## config.mk

```make
export PLATFORM = sky130hd
export DESIGN_NAME = csaf_top
export DESIGN_NICKNAME = d
export VERILOG_FILES = /design/src/verilog/csaf_pkg.sv /design/src/verilog/csaf_top.sv /design/src/verilog/csaf_avg_chan.sv
export SDC_FILE = /design/constraint.sdc
export NUM_CORES = 1
export LEC_CHECK = 0
export ABC_AREA = 1
export ABC_CLOCK_PERIOD_IN_PS = 7400
export BUFFER_PORTS_ARGS = -buffer_cell sky130_fd_sc_hd__buf_2
export CAP_MARGIN = 5
export CORE_AREA = 2 2 176 178
export DETAILED_ROUTE_END_ITERATION = 10
export DIE_AREA = 0 0 178 180
export HOLD_SLACK_MARGIN = 0.02
export PLACE_DENSITY = 0.74
export SETUP_SLACK_MARGIN = 0.02
export SYNTH_ARGS = -nofsm -noshare
export SYNTH_HDL_FRONTEND = slang
export SYNTH_SLANG_ARGS = --single-unit
```

## constraint.sdc

```tcl
create_clock -name clk_in -period 7.4 [get_ports clk_in]
set_input_delay 0.37 -clock clk_in [delete_from_list [all_inputs] [get_ports clk_in]]
set_output_delay 0.37 -clock clk_in [all_outputs]
set_load 0.02 [all_outputs]
```

## src/verilog/csaf_pkg.sv

```systemverilog
// csaf_pkg: constants for the per-channel setup and average filter block
// assumes an 8-bit register port driven by a serial interface decoder
package csaf_pkg;
    localparam logic [7:0] CSAF_SETUP1_PTR = 8'h0b;
    localparam logic [7:0] CSAF_SETUP2_PTR = 8'h0e;
    localparam logic [7:0] CSAF_SETUP_RST = 8'h0b;
    localparam int CSAF_RANGE_HI_BIT = 7;
    localparam int CSAF_RANGE_LO_BIT = 6;
    localparam int CSAF_RSVD_BIT = 5;
    localparam int CSAF_HYST_DIS_BIT = 4;
    localparam int CSAF_SETTLE_MSB = 3;
    localparam int CSAF_DATA_W = 12;
    localparam int CSAF_FRAC_W = 17;
    // input range codes in quarter pF and dac steps
    localparam logic [1:0] CSAF_RNG_2PF = 2'h0;
    localparam logic [1:0] CSAF_RNG_HALF = 2'h1;
    localparam logic [1:0] CSAF_RNG_1PF = 2'h2;
    localparam logic [1:0] CSAF_RNG_4PF = 2'h3;
    localparam logic [4:0] CSAF_QPF_2PF = 5'h08;
    localparam logic [4:0] CSAF_QPF_HALF = 5'h02;
    localparam logic [4:0] CSAF_QPF_1PF = 5'h04;
    localparam logic [4:0] CSAF_QPF_4PF = 5'h10;
    localparam logic [3:0] CSAF_STEP_2PF = 4'h4;
    localparam logic [3:0] CSAF_STEP_HALF = 4'h1;
    localparam logic [3:0] CSAF_STEP_1PF = 4'h2;
    localparam logic [3:0] CSAF_STEP_4PF = 4'h8;
    typedef enum logic [1:0] {CSAF_IDLE, CSAF_UPDATE} csaf_state_t;
endpackage

```

## src/verilog/csaf_top.sv

```systemverilog
// csaf_top: two channel setup registers, hysteresis gating and data average
// assumes a register port from the serial decoder and conversion pulses on clk_in
//
// Overview of operation
// RULE_01 - two 8-bit setup registers, preset 0x0b
// RULE_02 - range bits pick input range, dac step
// RULE_03 - hysteresis bit disables hysteresis in adaptive
// RULE_04 - fixed threshold mode never uses hysteresis
// RULE_05 - time constant is two to exponent plus one
// RULE_06 - time constant spans 2 to 65536 cycles
// RULE_07 - average approaches new data exponentially
// RULE_08 - adaptive thresholds come from the average
// RULE_09 - config bit zero selects adaptive mode
// RULE_10 - timeout reloads average with latest data
// RULE_11 - controller writes zero to bit five
`timescale 1ns/1ps
module csaf_top
    import csaf_pkg::*;
#(
    parameter int DATA_W = CSAF_DATA_W
)(
    // clock and reset
    input wire logic clk_in,
    input wire logic rstn_in,
    // register port
    input wire logic reg_wr_in,
    input wire logic [7:0] reg_ptr_in,
    input wire logic [7:0] reg_wdata_in,
    output logic [7:0] reg_rdata_out,
    // mode and sensitivity
    input wire logic fixed_threshold_select_in,
    input wire logic [7:0] sens1_in,
    input wire logic [7:0] sens2_in,
    // conversions
    input wire logic conv_done1_in,
    input wire logic conv_done2_in,
    input wire logic [DATA_W-1:0] conv_data_in,
    input wire logic timeout1_in,
    input wire logic timeout2_in,
    // per channel results
    output logic [4:0] range_qpf1_out,
    output logic [4:0] range_qpf2_out,
    output logic [3:0] offset_dac_step1_out,
    output logic [3:0] offset_dac_step2_out,
    output logic hyst_en1_out,
    output logic hyst_en2_out,
    output logic [16:0] average_time_constant1_out,
    output logic [16:0] average_time_constant2_out,
    output logic [DATA_W-1:0] thr_pos1_out,
    output logic [DATA_W-1:0] thr_neg1_out,
    output logic [DATA_W-1:0] thr_pos2_out,
    output logic [DATA_W-1:0] thr_neg2_out
);
    logic [7:0] setup1_r, setup1_nxt, setup2_r, setup2_nxt;
    logic [7:0] rdata_r, rdata_nxt;
    logic [4:0] q1_r, q1_nxt, q2_r, q2_nxt;
    logic [3:0] st1_r, st1_nxt, st2_r, st2_nxt;
    logic h1_r, h1_nxt, h2_r, h2_nxt;
    logic [16:0] tc1_r, tc1_nxt, tc2_r, tc2_nxt;
    logic [DATA_W-1:0] p1_r, p1_nxt, n1_r, n1_nxt, p2_r, p2_nxt, n2_r, n2_nxt;
    logic [DATA_W-1:0] avg1, avg2;

    // range decode to input range and dac step
    function automatic logic [4:0] rng_qpf(input logic [1:0] r);
        case (r)
            CSAF_RNG_2PF: rng_qpf = CSAF_QPF_2PF;
            CSAF_RNG_HALF: rng_qpf = CSAF_QPF_HALF;
            CSAF_RNG_1PF: rng_qpf = CSAF_QPF_1PF;
            default: rng_qpf = CSAF_QPF_4PF;
        endcase
    endfunction
    function automatic logic [3:0] rng_step(input logic [1:0] r);
        case (r)
            CSAF_RNG_2PF: rng_step = CSAF_STEP_2PF;
            CSAF_RNG_HALF: rng_step = CSAF_STEP_HALF;
            CSAF_RNG_1PF: rng_step = CSAF_STEP_1PF;
            default: rng_step = CSAF_STEP_4PF;
        endcase
    endfunction
    // threshold = average +/- sensitivity, saturated
    function automatic logic [DATA_W-1:0] thr_add(input logic [DATA_W-1:0] a, input logic [7:0] s);
        logic [DATA_W:0] t;
        t = {1'b0, a} + (DATA_W+1)'(s);
        thr_add = t[DATA_W] ? '1 : t[DATA_W-1:0];
    endfunction
    function automatic logic [DATA_W-1:0] thr_sub(input logic [DATA_W-1:0] a, input logic [7:0] s);
        thr_sub = (a < DATA_W'(s)) ? '0 : a - DATA_W'(s);
    endfunction

    // register writes and reads
    always_comb
    begin
        setup1_nxt = setup1_r;
        setup2_nxt = setup2_r;
        if (reg_wr_in && reg_ptr_in == CSAF_SETUP1_PTR)
            setup1_nxt = reg_wdata_in; // RULE_01
        if (reg_wr_in && reg_ptr_in == CSAF_SETUP2_PTR)
            setup2_nxt = reg_wdata_in; // RULE_01
        case (reg_ptr_in)
            CSAF_SETUP1_PTR: rdata_nxt = setup1_r;
            CSAF_SETUP2_PTR: rdata_nxt = setup2_r;
            default: rdata_nxt = 8'h00;
        endcase
    end

    always_ff @(posedge clk_in or negedge rstn_in)
    begin
        if (!rstn_in)
        begin
            setup1_r <= CSAF_SETUP_RST; // RULE_01
            setup2_r <= CSAF_SETUP_RST;
            rdata_r <= 8'h00;
        end
        else
        begin
            setup1_r <= setup1_nxt;
            setup2_r <= setup2_nxt;
            rdata_r <= rdata_nxt;
        end
    end

    // field decode per channel
    always_comb
    begin
        q1_nxt = rng_qpf(setup1_r[CSAF_RANGE_HI_BIT:CSAF_RANGE_LO_BIT]); // RULE_02
        q2_nxt = rng_qpf(setup2_r[CSAF_RANGE_HI_BIT:CSAF_RANGE_LO_BIT]);
        st1_nxt = rng_step(setup1_r[CSAF_RANGE_HI_BIT:CSAF_RANGE_LO_BIT]); // RULE_02
        st2_nxt = rng_step(setup2_r[CSAF_RANGE_HI_BIT:CSAF_RANGE_LO_BIT]);
        // adaptive only when fixed select is zero
        h1_nxt = !fixed_threshold_select_in && !setup1_r[CSAF_HYST_DIS_BIT]; // RULE_03 RULE_04 RULE_09
        h2_nxt = !fixed_threshold_select_in && !setup2_r[CSAF_HYST_DIS_BIT]; // RULE_03 RULE_04 RULE_09
        tc1_nxt = 17'h00002 << setup1_r[CSAF_SETTLE_MSB:0]; // RULE_05 RULE_06
        tc2_nxt = 17'h00002 << setup2_r[CSAF_SETTLE_MSB:0]; // RULE_05 RULE_06
        p1_nxt = thr_add(avg1, sens1_in); // RULE_08
        n1_nxt = thr_sub(avg1, sens1_in); // RULE_08
        p2_nxt = thr_add(avg2, sens2_in);
        n2_nxt = thr_sub(avg2, sens2_in);
    end

    always_ff @(posedge clk_in or negedge rstn_in)
    begin
        if (!rstn_in)
        begin
            q1_r <= CSAF_QPF_2PF;
            q2_r <= CSAF_QPF_2PF;
            st1_r <= CSAF_STEP_2PF;
            st2_r <= CSAF_STEP_2PF;
            h1_r <= 1'b0;
            h2_r <= 1'b0;
            tc1_r <= 17'h00002;
            tc2_r <= 17'h00002;
            p1_r <= '0;
            n1_r <= '0;
            p2_r <= '0;
            n2_r <= '0;
        end
        else
        begin
            q1_r <= q1_nxt;
            q2_r <= q2_nxt;
            st1_r <= st1_nxt;
            st2_r <= st2_nxt;
            h1_r <= h1_nxt;
            h2_r <= h2_nxt;
            tc1_r <= tc1_nxt;
            tc2_r <= tc2_nxt;
            p1_r <= p1_nxt;
            n1_r <= n1_nxt;
            p2_r <= p2_nxt;
            n2_r <= n2_nxt;
        end
    end

    // one average filter per channel
    csaf_avg_chan #(.DATA_W(DATA_W)) u_avg1 (
        .clk_in(clk_in), .rstn_in(rstn_in), .conv_done_in(conv_done1_in),
        .conv_data_in(conv_data_in), .timeout_in(timeout1_in),
        .settle_exp_in(setup1_r[CSAF_SETTLE_MSB:0]), .avg_out(avg1));
    csaf_avg_chan #(.DATA_W(DATA_W)) u_avg2 (
        .clk_in(clk_in), .rstn_in(rstn_in), .conv_done_in(conv_done2_in),
        .conv_data_in(conv_data_in), .timeout_in(timeout2_in),
        .settle_exp_in(setup2_r[CSAF_SETTLE_MSB:0]), .avg_out(avg2));

    assign reg_rdata_out = rdata_r;
    assign range_qpf1_out = q1_r;
    assign range_qpf2_out = q2_r;
    assign offset_dac_step1_out = st1_r;
    assign offset_dac_step2_out = st2_r;
    assign hyst_en1_out = h1_r;
    assign hyst_en2_out = h2_r;
    assign average_time_constant1_out = tc1_r;
    assign average_time_constant2_out = tc2_r;
    assign thr_pos1_out = p1_r;
    assign thr_neg1_out = n1_r;
    assign thr_pos2_out = p2_r;
    assign thr_neg2_out = n2_r;

    chk_setup_write: assert property (@(posedge clk_in) disable iff (!rstn_in) // RULE_01
        reg_wr_in && reg_ptr_in == CSAF_SETUP1_PTR |=> setup1_r == $past(reg_wdata_in))
        else $error("setup one write lost");
    chk_range_step: assert property (@(posedge clk_in) disable iff (!rstn_in) // RULE_02
        setup1_r[7:6] == 2'h1 |=> offset_dac_step1_out == 4'h1 && range_qpf1_out == 5'h02)
        else $error("range decode wrong");
    chk_hyst_fixed: assert property (@(posedge clk_in) disable iff (!rstn_in) // RULE_04
        fixed_threshold_select_in |=> !hyst_en1_out && !hyst_en2_out)
        else $error("hysteresis in fixed mode");
    chk_hyst_adapt: assert property (@(posedge clk_in) disable iff (!rstn_in) // RULE_03
        !fixed_threshold_select_in && !setup2_r[4] |=> hyst_en2_out)
        else $error("hysteresis missing in adaptive mode");
    chk_tc_span: assert property (@(posedge clk_in) disable iff (!rstn_in) // RULE_06
        setup1_r[3:0] == 4'hf |=> average_time_constant1_out == 17'h10000)
        else $error("time constant span wrong");
    chk_tc_double: assert property (@(posedge clk_in) disable iff (!rstn_in) // RULE_05
        setup2_r[3:0] == 4'h0 |=> average_time_constant2_out == 17'h00002)
        else $error("time constant base wrong");
    chk_thr_avg: assert property (@(posedge clk_in) disable iff (!rstn_in) // RULE_08
        thr_pos1_out >= $past(avg1) && thr_neg1_out <= $past(avg1))
        else $error("thresholds not around the average");
    chk_adapt_sel: assert property (@(posedge clk_in) disable iff (!rstn_in) // RULE_09
        !fixed_threshold_select_in && setup1_r[4] |=> !hyst_en1_out)
        else $error("hysteresis disable ignored");
endmodule // csaf_top

```

## src/verilog/csaf_avg_chan.sv

```systemverilog
// csaf_avg_chan: exponential data average of one channel
// assumes conv_done_in is a one-cycle pulse from same-clock logic
`timescale 1ns/1ps
module csaf_avg_chan
    import csaf_pkg::*;
#(
    parameter int DATA_W = CSAF_DATA_W,
    parameter int FRAC_W = CSAF_FRAC_W
)(
    // clock and reset
    input wire logic clk_in,
    input wire logic rstn_in,
    // conversion input
    input wire logic conv_done_in,
    input wire logic [DATA_W-1:0] conv_data_in,
    input wire logic timeout_in,
    input wire logic [3:0] settle_exp_in,
    // average output
    output logic [DATA_W-1:0] avg_out
);
    logic [DATA_W+FRAC_W-1:0] acc_r, acc_nxt;
    logic signed [DATA_W+FRAC_W:0] diff;
    logic [4:0] shift;

    // avg += (data - avg) / 2^(exp+1), or reload on timeout
    always_comb
    begin
        shift = 5'(settle_exp_in) + 5'h01; // RULE_05
        diff = $signed({1'b0, conv_data_in, {FRAC_W{1'b0}}}) - $signed({1'b0, acc_r});
        acc_nxt = acc_r;
        if (conv_done_in)
        begin
            if (timeout_in)
                acc_nxt = {conv_data_in, {FRAC_W{1'b0}}}; // RULE_10
            else
                acc_nxt = (DATA_W+FRAC_W)'($signed({1'b0, acc_r}) + (diff >>> shift)); // RULE_07
        end
    end

    always_ff @(posedge clk_in or negedge rstn_in)
    begin
        if (!rstn_in)
            acc_r <= '0;
        else
            acc_r <= acc_nxt;
    end

    assign avg_out = acc_r[DATA_W+FRAC_W-1:FRAC_W];

    chk_avg_reload: assert property (@(posedge clk_in) disable iff (!rstn_in) // RULE_10
        conv_done_in && timeout_in |=> avg_out == $past(conv_data_in))
        else $error("average not reloaded on timeout");
    chk_avg_hold: assert property (@(posedge clk_in) disable iff (!rstn_in) // RULE_07
        !conv_done_in |=> $stable(acc_r))
        else $error("average moved without conversion");
endmodule // csaf_avg_chan

```

==> results of run 1 <==
Yosys cell counts (all sizes together) (3+ instances only):
library cell and n:
nor3 54, ha 134, and2 3, a21o 5, nand4 12, nor2 225
nand2 600, o21a 8, mux2i 5, inv 314, dfrtp 162, o31ai 8
mux2 8, nor3b 3, or2 20, a31o 3, fa 6, o21bai 9
dfstp 10, clkinv 5, o21ai 234, nor4 6, o211ai 23, clkbuf 51
xnor2 7, buf 32, xor2 53, a21oi 166, nand3 193, a31oi 22
nand3b 3, o221ai 5, o22ai 31
flip-flops by register name, indices dropped and copies added, names as in the netlist, 12 cells and up:
register and count:
average_time_constant2_out 16, average_time_constant1_out 16, u_avg1.acc_r 29, u_avg2.acc_r 29, thr_pos2_out 12, thr_pos1_out 12, thr_neg2_out 12, thr_neg1_out 12
worst min path at each step:
stage	start	to	slack (ns)	cells past startpoint
2_1_floorplan	rstn_in	average_time_constant1_out[10]	0.07	0
3_3_place_gp	setup1_r[4]	hyst_en1_out	0.41	1
3_5_place_dp	setup1_r[4]	hyst_en1_out	0.42	1
4_1_cts	fixed_threshold_select_in	hyst_en2_out	0.07	2
5_1_grt	fixed_threshold_select_in	hyst_en1_out	0.09	2
6_report	rstn_in	thr_pos1_out[4]	0.05	1
per-stage QoR:
step	total power [mW]	instance area, µm²	hold WS [ns]	instances
after CTS	9.70	17800	0.0748	2948
after global placement	8.58	17200	0.410	2916
final	9.85	17800	0.0512	2950
after detailed placement	8.66	17200	0.416	2916
after floorplan	6.80	16200	0.0744	2434
after global routing	10.8	17800	0.0864	2949
critical path, delay by kind of cell (launching register included):
kind	cells	cell delay, ns
AOI/OAI and AO/OA	9	1.52
xor gates and xnor gates	1	0.16
adders and majority gates	3	0.94
buffers and inverters	5	1.16
DFF	1	0.89
and+or+nand+nor	6	0.82
report_power, final:
group / internal, mW / switching (mW)
sequential: 1.24 / 0.292
combinational: 2.44 / 4.88
clock: 0.497 / 0.496
total: 4.18 / 5.67
kinds of logic (layout without fill, tap and decap cells):
logic type	after synthesis	in the layout
compound gates	522	522
xor+xnor	60	60
fa+ha+maj	140	140
buf+inv	402	520
flops	172	172
mux	13	13
other cells	1	6
simple gates	1121	1121
area by class of cell:
class                           instances  area, µm²
Inverter                              319       1200
Fill cell                            2943      12400
Clock inverter                         15        215
Antenna cell                            2       5.00
Timing Repair Buffer                  169        882
Tap cell                              396        495
Multi-Input combinational cell       1860      10300
Sequential cell                       172       4320
Clock buffer                           17        425
layer usage:
metal | up-vias | part of all wire
met2 | 766 | 0.44
met5 | - | 0
li1 | 8253 | -
met1 | 7703 | 0.44
met3 | 106 | 0.077
met4 | 0 | 0.035
==> impl_results.md, run 1 <==
* Area leader, netlist: dfrtp_1
* Die W at 178 µm
* Starting DRT DRC Count at 1785
* Sequential area share after synthesis at 0.267
* Most common cell after layout, fill and taps aside: nand2_1
* RR Startpoint: setup1_r[0]
* Endpoint type of the worst setup path: register
* Clock Skew at 0.0220 ns
* Number of synthesized flops with an enable pin at 0
* Dominant synthesized flop cell: dfrtp_1
* Nets at 2731
* Setup TNS at 0 ns
* Layout cells sized above 1 at 0.125
* CTS Hold Bufs at 0
* Final WL at 52700 µm
* FP Rows at 64
* TritonCTS clock tree: built
* Pre-CTS setup slack at 1.92 ns
* WL/cell at 17.9 µm
* Die H at 180 µm
* GR Util met2 at 0.520
* Ys Warns at 0
* Largest net degree at the start of global routing at 111
* Final ANT Viol Nets at 0
* Post-synth ARST share at 1.00
* CTS buffer count at 17
* Worst rel slew slack at 0.285
* Tightest Pin Transition at 1.06 ns
* Distinct cell type count after synthesis at 63
* Reg2Reg Setup Slack at 1.73 ns
* Reg2Reg Depth at 24
* HPWL after DPL at 41800 µm
* Cell leakage power at 9.51 nW
* Total die area at 32000 µm²
* Largest cells by area after synthesis: dfrtp_1 25%, nand2_1 14%, ha_1 10%
* Most numerous cell on the critical path: o21ai_0
* PortBufs at 157
* Peak Freq at 176 MHz
* Clock latency on the worst-skew pair at 0.47 ns
* Busiest grt layer: met2
* Initial Util at 0.535
* MaxCap Viol Count at 0
* Crit path from: setup1_r[0]
* 1st-pass router iterations at 6
* # resized after CTS at 0
* Synth Instances at 2431
* Seq cells post-synth at 172
* DRC viols at 0
* Post-Synth Simple-Gate Area at 0.301
* RSZ-0062 raised after global routing: false
* WS Path Type: reg -> reg
* Max Slew Vio Count at 0
* VDD IR max at 0.256 mV
* Worst Hold Class: in -> async
* Cell area after synthesis at 16200 µm²
* Main combinational cell family by area after synthesis: simple AND/OR/NAND/NOR gates
* Clock tree sinks at 172
* Post-route setup slack at 1.73 ns
* Min cycle time layout at 5.67 ns
* Top-area cell type share of the netlist area at 0.251
* Endpoints failing hold at 0
* Worst Setup EP: u_avg1.acc_r[18]
* Via Count at 16800
* Fin crit share at 0.766
* RR Endpoint: u_avg1.acc_r[18]
* Critical Path AT at 5.98 ns
* Proportion of synthesized area in mux cells at 0.00867
* Clk slew on worst S/H paths at 0.08 ns
* Global routing usage on met1 at 0.457
* Crit-path slowest cell: dfstp_2
* Core area at 30200 µm²
* Post-Synth XOR/XNOR Area at 0.0325
* Run status: finished clean
* Setup Viol. Count Final at 0
* Top Ports at 162
* Maximum clock path buffer count at 2
* Routability Congestion at 0.991
* Final Core Density at 0.591
* Worst path cell trace: clkinv_1 -> ha_1 -> buf_4 -> inv_1 -> nand3_1 -> nand3_1 -> nand3_1 -> nand2_1 -> a22oi_1 -> ha_1 -> fa_1 -> nand2_1 -> inv_1 -> o21ai_0 -> nand2_1 -> a21oi_1 -> inv_1 -> a21oi_1 -> o21ai_0 -> a21oi_1 -> o21ai_0 -> xor2_1 -> o21ai_0 -> o21ai_0
* Antenna violations before repair at 2
* Pwr dens at 553 nW/µm²
* Mapped Avg Cell Area at 6.65 µm²
* Vias in the first global route at 15700
* Routing usage on met3 at 0.0393
* H-tree Lvls at 4
* CP Max Fanout at 31
* Total setup buffers inserted after CTS at 0
* Total track usage at 0.328
* Root buffer cell: clkbuf_16
* Max incr delay on CP at 0.89 ns
* Worst Setup Start Kind: register
* Post-synthesis compound-gate area fraction at 0.182
* Post-Synth Adder-Cell Area at 0.111
* Required @ worst endpoint at 7.71 ns
* GRT overflow at 0
* Area grow syn2layout at 10.4%
* Drt via density at 5.70
* Most frequent cells in the layout: 590 x nand2_1, 287 x inv_1, 215 x nor2_1, 195 x o21ai_0, 180 x nand3_1
* First-pass GRT wire length at 83000 µm
(Power assumes the default switching activity.)
==> inputs of run 2 (changes only) <==
ABC_CLOCK_PERIOD_IN_PS = 5500   (was 7400)
clock period = 5.5 ns   (was 7.4 ns; I/O delays follow)
==> impl_results.md, run 2 (synthesized netlist as in run 1, its figures left out) <==
* First-pass GRT wire length at 83000 µm (about the same)
* Peak Freq at 194 MHz (+9.9%)
* RR Startpoint: u_avg1.acc_r[22]
* Root buffer cell: clkbuf_16
* Layout cells sized above 1 at 0.141 (+0.0162)
* Run status: finished clean
* Start point of the worst hold path: reg_wdata_in[4]
* VDD IR max at 0.334 mV (+30%)
* H-tree Lvls at 4 (unchanged)
* Endpoints failing hold at 0 (unchanged)
* TritonCTS clock tree: built
* Worst rel slew slack at 0.301 (+0.0157)
* DRC viols at 0 (unchanged)
* Routability Congestion at 0.993 (+0.12%)
* RSZ-0062 raised after global routing: false
* Tightest Pin Transition at 1.04 ns (-0.0233 ns)
* Starting DRT DRC Count at 1803 (+1.0%)
* Die H at 180 µm (unchanged)
* GRT overflow at 0 (unchanged)
* Largest net degree at the start of global routing at 69 (-38%)
* Area grow syn2layout at 11.6%
* Buffers & Inverters on Critical Path at 4 (-1)
* Max incr delay on CP at 0.42 ns (-0.47 ns)
* CP Max Fanout at 4 (-87%)
* Placed cell count at 2932 (+0.55%)
* FP Rows at 64 (unchanged)
* Antenna violations before repair at 0 (-2)
* Post-route setup slack at 0.341 ns (-1.39 ns)
* Max Slew Vio Count at 0 (unchanged)
* Core area at 30200 µm² (unchanged)
* Worst Setup Start Kind: register
* Fin crit share at 0.938 (+0.172)
* Setup TNS at 0 ns (unchanged)
* MaxCap Viol Count at 0 (unchanged)
* Most frequent cells in the layout: 588 x nand2_1, 287 x inv_1, 213 x nor2_1, 192 x o21ai_0, 179 x nand3_1
* Final cell count without fillers at 2968 (+0.61%)
* Crit-path slowest cell: dfrtp_1
* PortBufs at 157 (unchanged)
* CTS buffer count at 17 (unchanged)
* Initial Util at 0.535 (unchanged)
* Clk slew on worst S/H paths at 0.09 ns (about the same)
* Final WL at 53800 µm (+2.2%)
* WL/cell at 18.1 µm (+1.6%)
* Die W at 178 µm (unchanged)
* 1st-pass router iterations at 6 (unchanged)
* Min cycle time layout at 5.16 ns (-0.511 ns)
* Worst Hold Class: in -> reg
* Pre-CTS setup slack at 0.252 ns (-1.66 ns)
* Clock tree sinks at 172 (unchanged)
* Total track usage at 0.332 (+0.00393)
* Worst hold stages at 2
* Largest registers: u_avg1.acc_r x29, u_avg2.acc_r x29
* Top Ports at 162 (unchanged)
* Required @ worst endpoint at 5.82 ns (-1.89 ns)
* Maximum clock path buffer count at 2 (unchanged)
* Total die area at 32000 µm² (unchanged)
* Reg2Reg Depth at 31 (+29%)
* Cell leakage power at 9.59 nW (+0.85%)
* Hold path endpoint: setup2_r[4]
* Nets at 2750 (+0.70%)
* Critical Path AT at 5.48 ns (-0.50 ns)
* Clock Skew at 0.0173 ns (-0.00468 ns)
* Reg2Reg Setup Slack at 0.34 ns (-1.39 ns)
* Setup Viol. Count Final at 0 (unchanged)
* CP delay by family, top: compound AO/OA/AOI/OAI gates
* Endpoint type of the worst setup path: register
* Vias in the first global route at 15400 (-1.9%)
* Drt via density at 5.76 (+0.89%)
* Clock latency on the worst-skew pair at 0.46 ns (about the same)
* WS Path Type: reg -> reg
* Pwr dens at 742 nW/µm² (+34%)
* Final ANT Viol Nets at 0 (unchanged)
* Via Count at 17100 (+1.5%)
* HPWL after DPL at 43200 µm (+3.1%)
* RR Endpoint: u_avg1.acc_r[18]
* Most common cell after layout, fill and taps aside: nand2_1
## run 2: cell count changes in the layout (fill, tap and decap cells not counted), moves of 3 or more
cell,before,now
a21oi_1,162,155
a21oi_2,4,10
buf_4,12,29
dfrtp_1,162,158
dfrtp_2,0,4
ha_1,134,129
ha_2,0,5
o21ai_0,195,192
## run 2: what timing repair did
item                       CTS  global route
hold endpoints to repair    64             0
buffers inserted             0             1
gates resized for setup      0            32
setup endpoints to repair    0            18
hold buffers                 2             0
## run 2: where the power goes
group / switching, mW / internal (mW)
Combinational: 6.72 / 3.39
Clock: 0.639 / 0.612
Sequential: 0.351 / 1.68
Total: 7.71 / 5.68
## run 2: worst max path at each step
stage,depth (start not counted),start,end,slack [ns]
finish,31,u_avg1.acc_r[22],u_avg1.acc_r[18],0.34
global route,31,u_avg1.acc_r[22],u_avg1.acc_r[18],0.01
CTS,31,u_avg1.acc_r[20],u_avg1.acc_r[18],0.24
detailed placement,31,u_avg1.acc_r[20],u_avg1.acc_r[18],0.25
global placement,31,u_avg1.acc_r[20],u_avg1.acc_r[18],0.38
floorplan,28,setup1_r[0],u_avg1.acc_r[18],0.66
## run 2: area by class of cell
class	instances	area (µm²)
tap	396	495
sequential	172	4320
clock inverter	15	166
timing repair buffer	188	1030
clock buffer	17	425
multi-input combinational	1860	10400
fill	2912	12200
inverter	319	1200
antenna	1	2.50
## run 2: metal layers
layer	wire, µm	GRT usage	up-vias
li1	-	-	8286
met4	1720	0.112	0
met2	24100	0.521	786
met3	4480	0.0586	104
met1	23500	0.460	7906
met5	0	0	-
## run 2: per-stage QoR
step | util | power, mW | cell area [µm²] | hold slack [ns]
3_3_place_gp | 0.573 | 11.6 | 17300 | 0.309
2_1_floorplan | - | 9.15 | 16200 | -0.0206
6_report | 0.597 | 13.4 | 18000 | 0.0957
3_5_place_dp | 0.573 | 11.8 | 17300 | 0.323
4_1_cts | 0.593 | 13.1 | 17900 | 0.0831
5_1_grt | 0.597 | 14.7 | 18000 | 0.0880
